--- src/hw/mad_pkg.sv ---
// Address map constants, region and register codes for the address decoder
package mad_pkg;

  // Region codes, one bit each in the one-hot region select
  localparam int unsigned REGION_COUNT     = 9;
  localparam int unsigned RGN_IO           = 0;
  localparam int unsigned RGN_RAM          = 1;
  localparam int unsigned RGN_FLASH        = 2;
  localparam int unsigned RGN_ROM          = 3;
  localparam int unsigned RGN_SYSREG       = 4;
  localparam int unsigned RGN_PROTECT      = 5;
  localparam int unsigned RGN_VECTOR       = 6;
  localparam int unsigned RGN_RESERVED     = 7;
  localparam int unsigned RGN_UNIMPL       = 8;

  // Register codes, one bit each in the one-hot register select
  localparam int unsigned REG_COUNT        = 10;
  localparam int unsigned REG_BREAK_STATUS = 0;
  localparam int unsigned REG_RESET_CAUSE  = 1;
  localparam int unsigned REG_BREAK_FLAG   = 2;
  localparam int unsigned REG_FLASH_CTRL   = 3;
  localparam int unsigned REG_BKPT_HIGH    = 4;
  localparam int unsigned REG_BKPT_LOW     = 5;
  localparam int unsigned REG_BKPT_CTRL    = 6;
  localparam int unsigned REG_LVI          = 7;
  localparam int unsigned REG_PROTECT      = 8;
  localparam int unsigned REG_WATCHDOG     = 9;

  // Region boundaries
  localparam logic [15:0] IO_LAST          = 16'h005F;
  localparam logic [15:0] RAM_FIRST        = 16'h0060;
  localparam logic [15:0] RAM_LAST         = 16'h035F;
  localparam logic [15:0] GAP_FIRST        = 16'h0360;
  localparam logic [15:0] GAP_LAST         = 16'h7FFF;
  localparam logic [15:0] FLASH_FIRST      = 16'h8000;
  localparam logic [15:0] FLASH_LAST       = 16'hFDFF;
  localparam logic [15:0] SYSREG_FIRST     = 16'hFE00;
  localparam logic [15:0] SYSREG_LAST      = 16'hFE0F;
  localparam logic [15:0] ROM_FIRST        = 16'hFE10;
  localparam logic [15:0] ROM_LAST         = 16'hFEFF;
  localparam logic [15:0] HOLE1_FIRST      = 16'hFF00;
  localparam logic [15:0] HOLE1_LAST       = 16'hFF7D;
  localparam logic [15:0] PROTECT_ADDR     = 16'hFF7E;
  localparam logic [15:0] HOLE2_FIRST      = 16'hFF7F;
  localparam logic [15:0] HOLE2_LAST       = 16'hFFD1;
  localparam logic [15:0] VECTOR_FIRST     = 16'hFFD2;
  localparam logic [15:0] WATCHDOG_ADDR    = 16'hFFFF;

  // System register page addresses
  localparam logic [15:0] BREAK_STATUS_ADDR = 16'hFE00;
  localparam logic [15:0] RESET_CAUSE_ADDR  = 16'hFE01;
  localparam logic [15:0] RSV_FE02_ADDR     = 16'hFE02;
  localparam logic [15:0] BREAK_FLAG_ADDR   = 16'hFE03;
  localparam logic [15:0] RSV_FIRST         = 16'hFE04;
  localparam logic [15:0] RSV_LAST          = 16'hFE06;
  localparam logic [15:0] FLASH_CTRL_ALT    = 16'hFE07;
  localparam logic [15:0] FLASH_CTRL_DEF    = 16'hFE08;
  localparam logic [15:0] BKPT_HIGH_ADDR    = 16'hFE0C;
  localparam logic [15:0] BKPT_LOW_ADDR     = 16'hFE0D;
  localparam logic [15:0] BKPT_CTRL_ADDR    = 16'hFE0E;
  localparam logic [15:0] LVI_ADDR          = 16'hFE0F;

  // Per-register bit policy: read-only, write-only and reserved bits
  localparam logic [7:0] RO_MASK  [REG_COUNT] = '{8'hFF, 8'hFF, 8'h00, 8'h00, 8'h00,
                                                  8'h00, 8'hC0, 8'h80, 8'h00, 8'h00};
  localparam logic [7:0] WO_MASK  [REG_COUNT] = '{8'h00, 8'h00, 8'h00, 8'h00, 8'h00,
                                                  8'h00, 8'h00, 8'h00, 8'h00, 8'hFF};
  localparam logic [7:0] RSV_MASK [REG_COUNT] = '{8'h00, 8'h00, 8'h7F, 8'hF0, 8'h00,
                                                  8'h00, 8'h00, 8'h0F, 8'h00, 8'h00};

  // Values after reset
  localparam logic [REGION_COUNT-1:0] REGION_RST = 9'h000;
  localparam logic [REG_COUNT-1:0]    REG_RST    = 10'h000;
  localparam logic [7:0]              BYTE_RST   = 8'h00;
  localparam logic [15:0]             ADDR_RST   = 16'h0000;

endpackage

--- src/hw/mad_bit_policy.sv ---
// Per-bit write and read enables for a selected high-page register
`timescale 1ns/100ps
module mad_bit_policy
(
  // Access
  input  wire logic                            valid,
  input  wire logic                            write,
  input  wire logic [mad_pkg::REG_COUNT-1:0]   reg_sel,
  // Bit enables
  output logic      [7:0]                      wr_bit_en,
  output logic      [7:0]                      rd_bit_en
);

  logic [7:0] ro_bits;
  logic [7:0] wo_bits;
  logic [7:0] rsv_bits;

  // Or together the policy of whichever register is selected
  always_comb
  begin
    ro_bits  = 8'h00;
    wo_bits  = 8'h00;
    rsv_bits = 8'h00;
    for (int r = 0; r < int'(mad_pkg::REG_COUNT); r++)
    begin
      if (reg_sel[r])
      begin
        ro_bits  = ro_bits | mad_pkg::RO_MASK[r];
        wo_bits  = wo_bits | mad_pkg::WO_MASK[r];
        rsv_bits = rsv_bits | mad_pkg::RSV_MASK[r];
      end
    end
  end

  genvar b;
  generate
    for (b = 0; b < 8; b++)
    begin : g_bit
      // Reserved bits also masked: outcome undefined, so never forwarded
      assign wr_bit_en[b] = valid & write & ~ro_bits[b] & ~rsv_bits[b];
      // No read strobe reaches a write-only bit
      assign rd_bit_en[b] = valid & ~write & ~wo_bits[b];
    end
  endgenerate

endmodule // mad_bit_policy

--- src/hw/mad_decoder.sv ---
// Address map decoder: region and register selects with illegal access flags
//
// How it works
// Unimplemented access flagged for illegal address reset
// Writes to read-only bits are dropped
// Reads of write-only bits cause nothing
// Master must not write reserved addresses
// Master must not write reserved bits
// 0000 to 005F selects I/O registers
// 0360 to 7FFF is unimplemented
// 8000 to FDFF selects FLASH
// FE10 to FEFF selects monitor ROM
// FF00 to FF7D is unimplemented
// FF7E selects FLASH protect register
// FF7F-FFD1 unimplemented, FFD2-FFFF vectors
// FE00, FE01, FE03 select system registers
// FE02, FE04 to FE06 are reserved
// FE0C, FE0D breakpoint address, FE0E control
// FE0F low-voltage register, FFFF watchdog
// FE08 FLASH control, FE09-FE0B unimplemented
// Illegal address reset gated by configuration
// 0060 to 035F selects RAM
// FLASH control address is a parameter
// Exactly one region per access
`timescale 1ns/100ps
module mad_decoder
#(
  parameter logic [15:0] FLASH_CTRL_ADDR = mad_pkg::FLASH_CTRL_DEF
)
(
  // Clock, reset, enable
  input  wire logic                               clk_sys,
  input  wire logic                               rst_n,
  input  wire logic                               clk_en,
  // CPU access
  input  wire logic                               cpu_valid,
  input  wire logic                               cpu_write,
  input  wire logic [15:0]                        cpu_addr,
  input  wire logic [7:0]                         cpu_wdata,
  // Configuration
  input  wire logic                               illegal_reset_enable,
  // Decoded access
  output logic                                    access_valid_q,
  output logic                                    access_write_q,
  output logic      [15:0]                        access_addr_q,
  output logic      [7:0]                         access_wdata_q,
  output logic      [mad_pkg::REGION_COUNT-1:0]   region_sel_q,
  output logic      [mad_pkg::REG_COUNT-1:0]      reg_sel_q,
  output logic      [7:0]                         wr_bit_en_q,
  output logic      [7:0]                         rd_bit_en_q,
  // Fault events
  output logic                                    unimpl_access_q,
  output logic                                    reserved_write_q,
  output logic                                    illegal_reset_q
);

  logic [mad_pkg::REGION_COUNT-1:0] region_d;
  logic [mad_pkg::REG_COUNT-1:0]    reg_d;
  logic [7:0]                       wr_bit_en_d;
  logic [7:0]                       rd_bit_en_d;
  logic                             flash_ctrl_hit;
  logic                             flash_ctrl_other;

  // The unused FLASH control slot falls back to reserved (FE07) or unimplemented (FE08)
  assign flash_ctrl_hit   = (cpu_addr == FLASH_CTRL_ADDR);
  assign flash_ctrl_other = (FLASH_CTRL_ADDR == mad_pkg::FLASH_CTRL_DEF) ?
                            (cpu_addr == mad_pkg::FLASH_CTRL_ALT) :
                            (cpu_addr == mad_pkg::FLASH_CTRL_DEF);

  // Region decode: a single if chain, so exactly one bit is ever set
  always_comb
  begin
    region_d = mad_pkg::REGION_RST;
    reg_d    = mad_pkg::REG_RST;
    if (cpu_addr <= mad_pkg::IO_LAST)
    begin
      region_d[mad_pkg::RGN_IO] = 1'b1;
    end
    else if (cpu_addr >= mad_pkg::RAM_FIRST && cpu_addr <= mad_pkg::RAM_LAST)
    begin
      region_d[mad_pkg::RGN_RAM] = 1'b1;
    end
    else if (cpu_addr >= mad_pkg::GAP_FIRST && cpu_addr <= mad_pkg::GAP_LAST)
    begin
      region_d[mad_pkg::RGN_UNIMPL] = 1'b1;
    end
    else if (cpu_addr >= mad_pkg::FLASH_FIRST && cpu_addr <= mad_pkg::FLASH_LAST)
    begin
      region_d[mad_pkg::RGN_FLASH] = 1'b1;
    end
    else if (cpu_addr >= mad_pkg::SYSREG_FIRST && cpu_addr <= mad_pkg::SYSREG_LAST)
    begin
      region_d[mad_pkg::RGN_SYSREG] = 1'b1;
      if (flash_ctrl_hit)
      begin
        reg_d[mad_pkg::REG_FLASH_CTRL] = 1'b1;
      end
      else if (cpu_addr == mad_pkg::BREAK_STATUS_ADDR)
      begin
        reg_d[mad_pkg::REG_BREAK_STATUS] = 1'b1;
      end
      else if (cpu_addr == mad_pkg::RESET_CAUSE_ADDR)
      begin
        reg_d[mad_pkg::REG_RESET_CAUSE] = 1'b1;
      end
      else if (cpu_addr == mad_pkg::BREAK_FLAG_ADDR)
      begin
        reg_d[mad_pkg::REG_BREAK_FLAG] = 1'b1;
      end
      else if (cpu_addr == mad_pkg::BKPT_HIGH_ADDR)
      begin
        reg_d[mad_pkg::REG_BKPT_HIGH] = 1'b1;
      end
      else if (cpu_addr == mad_pkg::BKPT_LOW_ADDR)
      begin
        reg_d[mad_pkg::REG_BKPT_LOW] = 1'b1;
      end
      else if (cpu_addr == mad_pkg::BKPT_CTRL_ADDR)
      begin
        reg_d[mad_pkg::REG_BKPT_CTRL] = 1'b1;
      end
      else if (cpu_addr == mad_pkg::LVI_ADDR)
      begin
        reg_d[mad_pkg::REG_LVI] = 1'b1;
      end
      else if (cpu_addr == mad_pkg::RSV_FE02_ADDR ||
               (cpu_addr >= mad_pkg::RSV_FIRST && cpu_addr <= mad_pkg::RSV_LAST) ||
               (flash_ctrl_other && cpu_addr == mad_pkg::FLASH_CTRL_ALT))
      begin
        region_d = mad_pkg::REGION_RST;
        region_d[mad_pkg::RGN_RESERVED] = 1'b1;
      end
      else
      begin
        // FE09 to FE0B, and FE08 when control is moved to FE07
        region_d = mad_pkg::REGION_RST;
        region_d[mad_pkg::RGN_UNIMPL] = 1'b1;
      end
    end
    else if (cpu_addr >= mad_pkg::ROM_FIRST && cpu_addr <= mad_pkg::ROM_LAST)
    begin
      region_d[mad_pkg::RGN_ROM] = 1'b1;
    end
    else if (cpu_addr >= mad_pkg::HOLE1_FIRST && cpu_addr <= mad_pkg::HOLE1_LAST)
    begin
      region_d[mad_pkg::RGN_UNIMPL] = 1'b1;
    end
    else if (cpu_addr == mad_pkg::PROTECT_ADDR)
    begin
      region_d[mad_pkg::RGN_PROTECT]  = 1'b1;
      reg_d[mad_pkg::REG_PROTECT]     = 1'b1;
    end
    else if (cpu_addr >= mad_pkg::HOLE2_FIRST && cpu_addr <= mad_pkg::HOLE2_LAST)
    begin
      region_d[mad_pkg::RGN_UNIMPL] = 1'b1;
    end
    else
    begin
      // Vectors; the top byte doubles as the watchdog control register
      region_d[mad_pkg::RGN_VECTOR] = 1'b1;
      if (cpu_addr == mad_pkg::WATCHDOG_ADDR)
      begin
        reg_d[mad_pkg::REG_WATCHDOG] = 1'b1;
      end
    end
  end

  mad_bit_policy u_bit_policy
  (
    .valid     (cpu_valid),
    .write     (cpu_write),
    .reg_sel   (reg_d),
    .wr_bit_en (wr_bit_en_d),
    .rd_bit_en (rd_bit_en_d)
  );

  // Registered access and selects; idle cycles show no selection
  always_ff @(posedge clk_sys)
  begin
    if (!rst_n)
    begin
      access_valid_q <= 1'b0;
      access_write_q <= 1'b0;
      access_addr_q  <= mad_pkg::ADDR_RST;
      access_wdata_q <= mad_pkg::BYTE_RST;
      region_sel_q   <= mad_pkg::REGION_RST;
      reg_sel_q      <= mad_pkg::REG_RST;
    end
    else if (clk_en)
    begin
      access_valid_q <= cpu_valid;
      access_write_q <= cpu_valid & cpu_write;
      access_addr_q  <= cpu_addr;
      access_wdata_q <= cpu_wdata;
      region_sel_q   <= cpu_valid ? region_d : mad_pkg::REGION_RST;
      reg_sel_q      <= cpu_valid ? reg_d : mad_pkg::REG_RST;
    end
  end

  // Bit enables: only for high-page registers, zero elsewhere
  always_ff @(posedge clk_sys)
  begin
    if (!rst_n)
    begin
      wr_bit_en_q <= mad_pkg::BYTE_RST;
      rd_bit_en_q <= mad_pkg::BYTE_RST;
    end
    else if (clk_en)
    begin
      wr_bit_en_q <= (reg_d != mad_pkg::REG_RST) ? wr_bit_en_d : mad_pkg::BYTE_RST;
      rd_bit_en_q <= (reg_d != mad_pkg::REG_RST) ? rd_bit_en_d : mad_pkg::BYTE_RST;
    end
  end

  // Fault events, one-cycle pulses per offending access
  always_ff @(posedge clk_sys)
  begin
    if (!rst_n)
    begin
      unimpl_access_q  <= 1'b0;
      reserved_write_q <= 1'b0;
      illegal_reset_q  <= 1'b0;
    end
    else if (clk_en)
    begin
      unimpl_access_q  <= cpu_valid & region_d[mad_pkg::RGN_UNIMPL];
      // Reported only; the write itself is not blocked beyond no select
      reserved_write_q <= cpu_valid & cpu_write & region_d[mad_pkg::RGN_RESERVED];
      illegal_reset_q  <= cpu_valid & region_d[mad_pkg::RGN_UNIMPL] & illegal_reset_enable;
    end
  end

endmodule // mad_decoder

--- config.mk ---
export PLATFORM = sky130hd
export DESIGN_NAME = mad_decoder
export DESIGN_NICKNAME = d
export VERILOG_FILES = /design/src/hw/mad_pkg.sv /design/src/hw/mad_bit_policy.sv /design/src/hw/mad_decoder.sv
export SDC_FILE = /design/constraint.sdc
export NUM_CORES = 1
export LEC_CHECK = 0
export BUFFER_PORTS_ARGS = -buffer_cell sky130_fd_sc_hd__buf_4
export CAP_MARGIN = 15
export CORE_UTILIZATION = 43
export CTS_CLUSTER_SIZE = 24
export DETAILED_ROUTE_END_ITERATION = 12
export PLACE_DENSITY = 0.75
export RECOVER_POWER = 25
export SLEW_MARGIN = 20
export SYNTH_ARGS = -nofsm -noshare
export SYNTH_HDL_FRONTEND = slang
export SYNTH_SLANG_ARGS = --single-unit
export TNS_END_PERCENT = 1
--- constraint.sdc ---
create_clock -name clk_sys -period 1.5 [get_ports clk_sys]
set_input_delay 0.15 -clock clk_sys [delete_from_list [all_inputs] [get_ports clk_sys]]
set_output_delay 0.15 -clock clk_sys [all_outputs]
set_load 0.01 [all_outputs]
==> impl_results.md, run 1 <==
- Sequential share of the synthesized area: 44.49%
- CTS tree: done
- Most common cell in the synthesized netlist: dfxtp_1
- Initial Utilization: 44.93%
- Die Area: 5633 um2
- CP bufs+invs: 1
- Cell taking the most area after synthesis: dfxtp_1
- Final setup viols: 0
- Int Pwr: 1.917 mW
- Top-Level Pins: 94
- Synth top area share: 44.49%
- Synth unique cells: 43
- XOR/XNOR share of the synthesized area: 0.3817%
- Ys flop type: dfxtp_1
- Adder-cell share of the synthesized area: 0%
- DRC Markers: 0
- Critical Path AT: 1520 ps
- Detailed placement HPWL: 4478 um
- Mapped Nets: 293
- Ant diodes: 0
- Core box area: 5107 um2
- Die H: 75.05 um
- Vias: 2,212
- Synth warnings: 0
- Post-Syn Instances: 263
- Final core occ: 62.00%
- Maxcap violations: 0
- Combinational Power Share: 15.6%
- GRT Util Overall: 21.70%
- First-pass GRT wire length: 9308 um
- DR WL/cell: 13.50 um
- Post-Route Skew: 0 ps
- IO Port Bufs: 93
- Final WL: 5763 um
- Worst-Margin Slew: 623.5 ps
- Largest net degree at the start of global routing: 19
- Clock Sinks: 51
- Final worst path period need: 1301 ps
- Top delay family on crit path: simple AND/OR/NAND/NOR gates
- Die X: 75.05 um
- Share of cells above drive strength 1: 36.13%
- Simple-Gate Fraction of Synth Area: 22.14%
- Drt pass-1 iters: 4
- Max frequency: 0.7685 GHz
- CP max stage delay: 570 ps
- Area growth from synthesis to layout: 38.00%
- Overflow after GRT: 0
- Final period util: 86.75%
- EDFF count, synth: 0
- FP Rows: 26
- Clock share of power: 29.7%
- RSZ-0062 raised after global routing: no
- Main area contributors after synthesis: dfxtp_1 (44%), mux2i_1 (10%), nor2_1 (6.1%), nand2_1 (4.9%), buf_4 (4.3%)
- PostCTS Resize Cnt: 0
- Crit-path cells: buf_4 -> or4_4 -> nor4_4 -> nand3_2 -> o31ai_2
- Final-report max-slew violation count: 0
- Final hold violations: 0
- Async SR Flop Fraction: 0%
- Latest clock arrival within the worst-skew pair: 300 ps
- Worst hold slack: 73.19 ps
- Worst setup EP type: register
- Multiplexer share of the synthesized area: 10.47%
- Largest family of logic cells by synthesized area: simple AND/OR/NAND/NOR gates
- CP max stage cell: or4_4
- Drt first-iter violations: 99
- Routability cong.: 0.9264
- Clk pin slew, worst setup/hold paths: 100 ps
- Synth Area in Compound Gates: 14.01%
- Outcome: complete, no violations
- Flop2flop setup slack: 720 ps
- Post-Syn Area: 2295 um2
- NetSw: 677.6 uW
- Post-DRT Antenna Nets: 0
- VDD IR max: 0.5969 mV
- CTS Buf Count: 5
- Slew HR: 58.44%
- Critical Path RT: 1720 ps
- Flop pwr share: 54.7%
- # Post-CTS Setup Buffers: 0
- Post-synth top cells: dfxtp_1 (51), nor2_1 (37), nand2_1 (30)
- Power Density: 819.4 nW/um2
- H-tree Lvls: 2
- Max FO, Critical Path: 7
- Sw frac: 26.11%
- Vias in the first global route: 2,064
- Initial antenna violation count: 0
- Seq cells post-synth: 51
- Crit Path Category: in2reg
- Clock buffer depth: 2
- Leakage: 1.409 nW
- Critical path startpoint category: input pin
- CTS Hold Bufs: 0
- Hold Crit Class: in2reg
- Root Driver: clkbuf_8
- DR vias/cell: 5.180
- Syn Area/Cell: 8.725 um2
- Final #Nets: 386
## kinds of logic (layout without fill, tap and decap cells)
| family | count (synthesis) | in the layout |
|---|---|---|
| flops | 51 | 51 |
| buf+inv | 36 | 130 |
| simple gates | 104 | 104 |
| xor+xnor | 1 | 1 |
| compound gates | 47 | 47 |
| mux | 24 | 24 |
## cells in the final DEF (no fill, tap or decap), types with 2 or more instances in the layout
cell type     n
buf_4       113
dfxtp_1      51
nor2_1       37
nand2_1      30
mux2i_1      24
o21ai_0      14
nand4_1       9
a21oi_1       9
inv_1         5
clkbuf_8      5
and2_1        4
nand3_1       4
or3_1         4
nor3_1        3
nand4b_1      3
nor4_1        3
o31ai_1       3
a22oi_1       3
clkbuf_1      3
o31a_1        2
a32oi_1       2
o31ai_2       2
o21ai_1       2
clkinvlp_4    2
## state kept, by name (all words and copies together), names as in the netlist
name,flops
reg_sel_q,9
access_wdata_q,8
access_write_q,1
access_addr_q,16
wr_bit_en_q,4
access_valid_q,1
reserved_write_q,1
region_sel_q,9
rd_bit_en_q,1
illegal_reset_q,1
## stage by stage
stage / instance area [um2] / total power [mW] / setup TNS, ps / setup slack [ps] / cells
finish: 3167 / 2.595 / 0 / 198.7 / 427
global placement: 3089 / 1.853 / -642.0 / -70.23 / 419
floorplan: 2303 / 1.648 / -9.098 / -4.306 / 263
global route: 3167 / 2.728 / 0 / 140.1 / 427
CTS: 3178 / 2.634 / 0 / 203.8 / 427
detailed placement: 3089 / 1.860 / -1056 / -119.2 / 419
## power groups by stage
stage	combinational (mW)	clock [mW]	sequential, mW
after floorplan	0.179	0	1.47
after global placement	0.403	0	1.45
after detailed placement	0.409	0	1.45
after CTS	0.410	0.803	1.42
after global routing	0.443	0.860	1.43
final	0.406	0.770	1.42
## final timing paths
path | from | endpoint | cells after the start
worst max register to register | region_sel_q[8]$_SDFFE_PN0P_ | region_sel_q[8]$_SDFFE_PN0P_ | 2
worst min register to register | reg_sel_q[1]$_SDFFE_PN0P_ | reg_sel_q[1]$_SDFFE_PN0P_ | 2
worst min-delay path | cpu_wdata[2] | access_wdata_q[2]$_SDFFE_PN0P_ | 3
worst max-delay path | cpu_addr[4] | reg_sel_q[3]$_SDFFE_PN0P_ | 5
## worst min-delay path: stages
cell     delay, ps
buf_4           80
mux2i_1         50
nor2_1          70
## metal layers
layer  global-route usage, %  part of all wire, %  vias up
met5                       0                    0        -
met4                   6.918                  1.1        0
met3                   6.426                  7.1        8
met2                   37.84                   49       86
met1                   25.56                   43     1022
li1                        -                    -     1096
## area by class of cell
| class | instances | area [um2] |
|---|---|---|
| fill | 481 | 1941 |
| timing repair buffer | 116 | 859.6 |
| sequential | 51 | 1021 |
| clock buffer | 5 | 68.82 |
| clock inverter | 3 | 20.02 |
| multi-input combinational | 176 | 1087 |
| tap | 70 | 87.58 |
| inverter | 6 | 22.52 |
(Power assumes the default switching activity.)
==> run 2: changes to the inputs <==
--- a/config.mk
+++ b/config.mk
@@ -10,7 +10,7 @@
 export CORE_UTILIZATION = 43
 export CTS_CLUSTER_SIZE = 24
 export DETAILED_ROUTE_END_ITERATION = 12
-export PLACE_DENSITY = 0.75
+export PLACE_DENSITY = 0.82
 export RECOVER_POWER = 25
 export SLEW_MARGIN = 20
 export SYNTH_ARGS = -nofsm -noshare
==> impl_results.md, run 2 (same netlist as run 1, synthesis figures left out) <==
- Fin worst setup slack: 194.9 ps (was 198.7 ps)
- Final period util: 87.01% (was 86.75%)
- Overflow after GRT: 0 (unchanged)
- Die X: 75.05 um (unchanged)
- Ant diodes: 0 (unchanged)
- DRC Markers: 0 (unchanged)
- Int Pwr: 2.258 mW (was 1.917 mW)
- Final-report max-slew violation count: 0 (unchanged)
- Critical Path AT: 1540 ps (was 1520 ps)
- Fin area: 3212 um2 (was 3167 um2)
- CTS Buf Count: 5 (unchanged)
- Largest net degree at the start of global routing: 31 (was 19)
- Drt first-iter violations: 121 (was 99)
- Max FO, Critical Path: 7 (unchanged)
- Outcome: complete, no violations (unchanged)
- Max frequency: 0.7662 GHz (was 0.7685 GHz)
- Register with the most flip-flops: access_addr_q (unchanged)
- Latest clock arrival within the worst-skew pair: 310 ps (was 300 ps)
- FP Rows: 26 (unchanged)
- GRT Util Overall: 21.94% (was 21.70%)
- Largest registers: access_addr_q x16, reg_sel_q x9, region_sel_q x9 (unchanged)
- Combinational Power Share: 13.8% (was 15.6%)
- Seq. cell area: 1021 um2 (unchanged)
- GR Util met1: 26.28% (was 25.56%)
- Fillers: 449 (was 481)
- Clock buffer depth: 2 (unchanged)
- Met3 Use GR: 6.158% (was 6.426%)
- H-tree Lvls: 2 (unchanged)
- Core box area: 5107 um2 (unchanged)
- Reg2reg end: region_sel_q[8]$_SDFFE_PN0P_ (unchanged)
- Final hold violations: 0 (unchanged)
- Final WL: 6132 um (was 5763 um)
- Routability cong.: 0.8954 (was 0.9264)
- Hold path start: cpu_wdata[7] (was cpu_wdata[2])
- Most frequent cells in the layout: buf_4 (112), dfxtp_1 (51), nor2_1 (37) (was buf_4 (113), dfxtp_1 (51), nor2_1 (37))
- Critical Path RT: 1740 ps (was 1720 ps)
- Post-DRT Antenna Nets: 0 (unchanged)
- Worst R2R Start: region_sel_q[8]$_SDFFE_PN0P_ (unchanged)
- Detailed placement HPWL: 4701 um (was 4478 um)
- Clock share of power: 38.2% (was 29.7%)
- Drt pass-1 iters: 4 (unchanged)
- Power Density: 921.1 nW/um2 (was 819.4 nW/um2)
- Clk pin slew, worst setup/hold paths: 90 ps (was 100 ps)
- Top-Level Pins: 94 (unchanged)
- Post-Route Skew: 0 ps (unchanged)
- Vias in the first global route: 1,999 (was 2,064)
- Grt met2 use: 37.64% (was 37.84%)
- Die H: 75.05 um (unchanged)
- Area of the multi-input gates: 1087 um2 (unchanged)
- Cells after DPL: 419 (unchanged)
- RSZ-0062 raised after global routing: no (unchanged)
- Area growth from synthesis to layout: 39.97% (was 38.00%)
- Final setup viols: 0 (unchanged)
- Hold Path Sink: access_wdata_q[7]$_SDFFE_PN0P_ (was access_wdata_q[2]$_SDFFE_PN0P_)
- Slew HR: 55.80% (was 58.44%)
- Total power: 2.958 mW (was 2.595 mW)
- IO Port Bufs: 93 (unchanged)
- Leakage: 1.430 nW (was 1.409 nW)
- Vias: 2,281 (was 2,212)
- Final worst path period need: 1305 ps (was 1301 ps)
- Final core occ: 62.89% (was 62.00%)
- First-pass GRT wire length: 9328 um (was 9308 um)
- Flop2flop setup slack: 730 ps (was 720 ps)
- CTS tree: done (unchanged)
- Worst setup EP type: register (unchanged)
- Flop pwr share: 48.0% (was 54.7%)
- Hold Path Depth: 3 (unchanged)
- Setup WS pre-CTS: -125.0 ps (was -119.2 ps)
- Final #Nets: 386 (unchanged)
- Maxcap violations: 0 (unchanged)
- DR WL/cell: 14.36 um (was 13.50 um)
- Initial Utilization: 44.93% (unchanged)
- Initial antenna violation count: 0 (unchanged)
- Share of cells above drive strength 1: 36.41% (was 36.13%)
- PostCTS Resize Cnt: 0 (unchanged)
- Placed cell areas: 3089 um2 (unchanged)
- # Post-CTS Setup Buffers: 0 (unchanged)
- Die Area: 5633 um2 (unchanged)
- Crit Path Category: in2reg (unchanged)
- Root Driver: clkbuf_8 (unchanged)
- R2R cell count: 2 (unchanged)
- Commonest non-fill, non-tap cell in the layout: buf_4 (unchanged)
- Clock Sinks: 51 (unchanged)
- Sw frac: 23.68% (was 26.11%)
- VDD IR max: 0.5735 mV (was 0.5969 mV)
- DR vias/cell: 5.342 (was 5.180)
- Final std cells w/o fill: 427 (unchanged)
- CTS Hold Bufs: 0 (unchanged)
- NetSw: 700.5 uW (was 677.6 uW)
- Worst hold slack: 64.81 ps (was 73.19 ps)
- Hold Crit Class: in2reg (unchanged)
- TNS Setup: 0 ps (unchanged)
- Worst-Margin Slew: 662.9 ps (was 623.5 ps)
- Max reg flops: 16 (unchanged)
- Most used routing layer: met2 (unchanged)
- Critical path startpoint category: input pin (unchanged)
-- run 2: power groups by stage --
stage,Clock [mW],Combinational (mW),Sequential (mW)
5_1_grt,1.21,0.443,1.43
2_1_floorplan,0,0.179,1.47
3_3_place_gp,0,0.402,1.45
3_5_place_dp,0,0.410,1.45
6_report,1.13,0.409,1.42
4_1_cts,1.15,0.412,1.42
-- run 2: area by class of cell --
type	instances	share of cell area (%)
Inverter	6	0.7012
Tap cell	70	2.727
Sequential cell	51	31.79
Timing Repair Buffer	116	26.68
Multi-Input combinational cell	176	33.85
Clock buffer	5	2.143
Clock inverter	3	2.104
-- run 2: per-layer routing --
metal,up-vias,routed length (um)
met5,-,0
met2,101,3140
met4,0,107
met3,12,396
li1,1107,-
met1,1061,2487
-- run 2: worst max-delay path, cell delays in order --
cell	delay [ps]
buf_4	130
or4_4	580
nor4_4	220
nand3_2	210
o31ai_2	260
-- run 2: worst max path at each step --
stage / start / endpoint / slack, ps / depth (start not counted)
final: cpu_addr[4] / reg_sel_q[3]$_SDFFE_PN0P_ / 190 / 5
after detailed placement: cpu_addr[4] / reg_sel_q[3]$_SDFFE_PN0P_ / -120 / 5
after global placement: cpu_addr[4] / reg_sel_q[3]$_SDFFE_PN0P_ / -80 / 5
after global routing: clk_en / reg_sel_q[9]$_SDFFE_PN0P_ / 100 / 5
after CTS: cpu_addr[4] / reg_sel_q[3]$_SDFFE_PN0P_ / 200 / 5
after floorplan: cpu_addr[4] / wr_bit_en_q[3]$_SDFFE_PN0P_ / -4 / 5
==> run 3: changes to the inputs <==
--- a/config.mk
+++ b/config.mk
@@ -7,10 +7,10 @@
 export LEC_CHECK = 0
 export BUFFER_PORTS_ARGS = -buffer_cell sky130_fd_sc_hd__buf_4
 export CAP_MARGIN = 15
-export CORE_UTILIZATION = 43
+export CORE_UTILIZATION = 51
 export CTS_CLUSTER_SIZE = 24
 export DETAILED_ROUTE_END_ITERATION = 12
-export PLACE_DENSITY = 0.82
+export PLACE_DENSITY = 0.91
 export RECOVER_POWER = 25
 export SLEW_MARGIN = 20
 export SYNTH_ARGS = -nofsm -noshare
==> constraint.sdc (replaced) <==
create_clock -name clk_sys -period 1.6 [get_ports clk_sys]
set_input_delay 0.16 -clock clk_sys [delete_from_list [all_inputs] [get_ports clk_sys]]
set_output_delay 0.16 -clock clk_sys [all_outputs]
set_load 0.01 [all_outputs]
==> impl_results.md, run 3 (same netlist as run 1, synthesis figures left out) <==
- Hold Path Depth: 3 (unchanged)
- Met1 WL: 2368 um (was 2487 um)
- IO Port Bufs: 93 (unchanged)
- Critical path startpoint category: input pin (unchanged)
- Core box area: 4324 um2 (was 5107 um2)
- Fin worst setup slack: 86.81 ps (was 194.9 ps)
- Outcome: complete, no violations (unchanged)
- Final core occ: 72.80% (was 62.89%)
- Hold Crit Class: in2reg (unchanged)
- Crit Path Category: in2reg (unchanged)
- Largest registers: access_addr_q x16, reg_sel_q x9, region_sel_q x9 (unchanged)
- Top-Level Pins: 94 (unchanged)
- VDD IR max: 0.6328 mV (was 0.5735 mV)
- Met2 WL: 2914 um (was 3140 um)
- Setup WS pre-CTS: -117.2 ps (was -125.0 ps)
- Routability cong.: 0.8922 (was 0.8954)
- Cells after DPL: 395 (was 419)
- Post-DRT Antenna Nets: 0 (unchanged)
- PostCTS Resize Cnt: 0 (unchanged)
- CTS Buf Count: 5 (unchanged)
- Fin area: 3148 um2 (was 3212 um2)
- Met3 WL: 505 um (was 396 um)
- Final #Nets: 380 (was 386)
- Most frequent cells in the layout: buf_4 (105), dfxtp_1 (51), nor2_1 (37) (was buf_4 (112), dfxtp_1 (51), nor2_1 (37))
- Overflow after GRT: 0 (unchanged)
- H-tree Lvls: 2 (unchanged)
- Total power: 2.744 mW (was 2.958 mW)
- Final WL: 5906 um (was 6132 um)
- TNS Setup: 0 ps (unchanged)
- Slew HR: 37.76% (was 55.80%)
- RSZ-0062 raised after global routing: no (unchanged)
- Die Area: 4771 um2 (was 5633 um2)
- Initial Utilization: 53.07% (was 44.93%)
- Die H: 69.08 um (was 75.05 um)
- FP Rows: 24 (was 26)
- Post-Route Skew: 0 ps (unchanged)
- Commonest non-fill, non-tap cell in the layout: buf_4 (unchanged)
- # Post-CTS Setup Buffers: 0 (unchanged)
- First-pass GRT wire length: 9804 um (was 9328 um)
- GRT Util Overall: 25.33% (was 21.94%)
- Power Density: 871.6 nW/um2 (was 921.1 nW/um2)
- Initial antenna violation count: 0 (unchanged)
- Clk pin slew, worst setup/hold paths: 90 ps (about the same)
- Clock Sinks: 51 (unchanged)
- Worst hold slack: 94.31 ps (was 64.81 ps)
- Drt pass-1 iters: 4 (unchanged)
- Placed cell areas: 3025 um2 (was 3089 um2)
- R2R cell count: 2 (unchanged)
- Max FO, Critical Path: 7 (unchanged)
- CTS tree: done (unchanged)
- Final period util: 94.57%
- Final std cells w/o fill: 403 (was 427)
- Worst-Margin Slew: 933.7 ps (was 662.9 ps)
- Die X: 69.08 um (was 75.05 um)
- Fillers: 356 (was 449)
- Register with the most flip-flops: access_addr_q (unchanged)
- Root Driver: clkbuf_8 (unchanged)
- Area growth from synthesis to layout: 37.19% (was 39.97%)
- Top routing layer used: met4 (unchanged)
- DR WL/cell: 14.66 um (was 14.36 um)
- Critical Path RT: 1800 ps (was 1740 ps)
- Ant diodes: 0 (unchanged)
- Final-report max-slew violation count: 0 (unchanged)
- Detailed placement HPWL: 4522 um (was 4701 um)
- Max reg flops: 16 (unchanged)
- Leakage: 1.404 nW (was 1.430 nW)
- DR vias/cell: 5.573 (was 5.342)
- CTS Hold Bufs: 0 (unchanged)
- Vias: 2,246 (was 2,281)
- Area of the multi-input gates: 1079 um2 (was 1087 um2)
- Critical Path AT: 1710 ps (was 1540 ps)
- Drt first-iter violations: 157 (was 121)
- Max frequency: 0.6609 GHz
- Clock buffer depth: 2 (unchanged)
- Share of cells above drive strength 1: 34.76% (was 36.41%)
- Latest clock arrival within the worst-skew pair: 300 ps (was 310 ps)
- Final worst path period need: 1513 ps
- Worst setup EP type: register (unchanged)
- Seq. cell area: 1021 um2 (unchanged)
- Final setup viols: 0 (unchanged)
- Flop2flop setup slack: 830 ps (was 730 ps)
- Maxcap violations: 0 (unchanged)
- Final hold violations: 0 (unchanged)
- Largest net degree at the start of global routing: 21 (was 31)
- Vias in the first global route: 2,129 (was 1,999)
- DRC Markers: 0 (unchanged)
==> run 3: cell types whose count changed in the layout (fill, tap and decap cells not counted) <==
cell	previous run	this run
a21oi_1	9	10
a21oi_2	1	0
or3_4	1	0
buf_12	0	1
buf_4	112	105
or3_1	4	5
==> run 3: area by class of cell <==
class                      instances  area share (%)
timing repair buffer             110           26.19
tap                               52           2.067
clock inverter                     3           2.146
inverter                           6          0.7154
clock buffer                       5           2.186
multi-input combinational        176           34.26
sequential                        51           32.43
==> run 3: worst max-delay path, cell delays in order <==
cell and delay [ps]:
buf_4 110, buf_4 150, a2111o_1 370, a2111oi_0 450, a41oi_1 130, o31ai_1 340
==> run 3: per-layer routing <==
metal  vias up  track usage (%)
met2       103            42.61
met3        16            8.333
met4         0            9.070
met5         -                0
li1       1091                -
met1      1036            30.07
==> run 3: final timing paths <==
check	start	to
worst min register to register	reg_sel_q[1]$_SDFFE_PN0P_	reg_sel_q[1]$_SDFFE_PN0P_
worst max register to register	illegal_reset_q$_SDFFE_PN0P_	illegal_reset_q$_SDFFE_PN0P_
worst min-delay path	cpu_wdata[7]	access_wdata_q[7]$_SDFFE_PN0P_
worst max-delay path	cpu_addr[4]	illegal_reset_q$_SDFFE_PN0P_
==> run 3: power by group <==
group / leakage, nW / internal, mW / total [mW] / switching, mW
logic: 0.923 / 0.177 / 0.373 / 0.196
clock network: 0.0644 / 0.623 / 1.04 / 0.415
registers: 0.416 / 1.31 / 1.33 / 0.0230
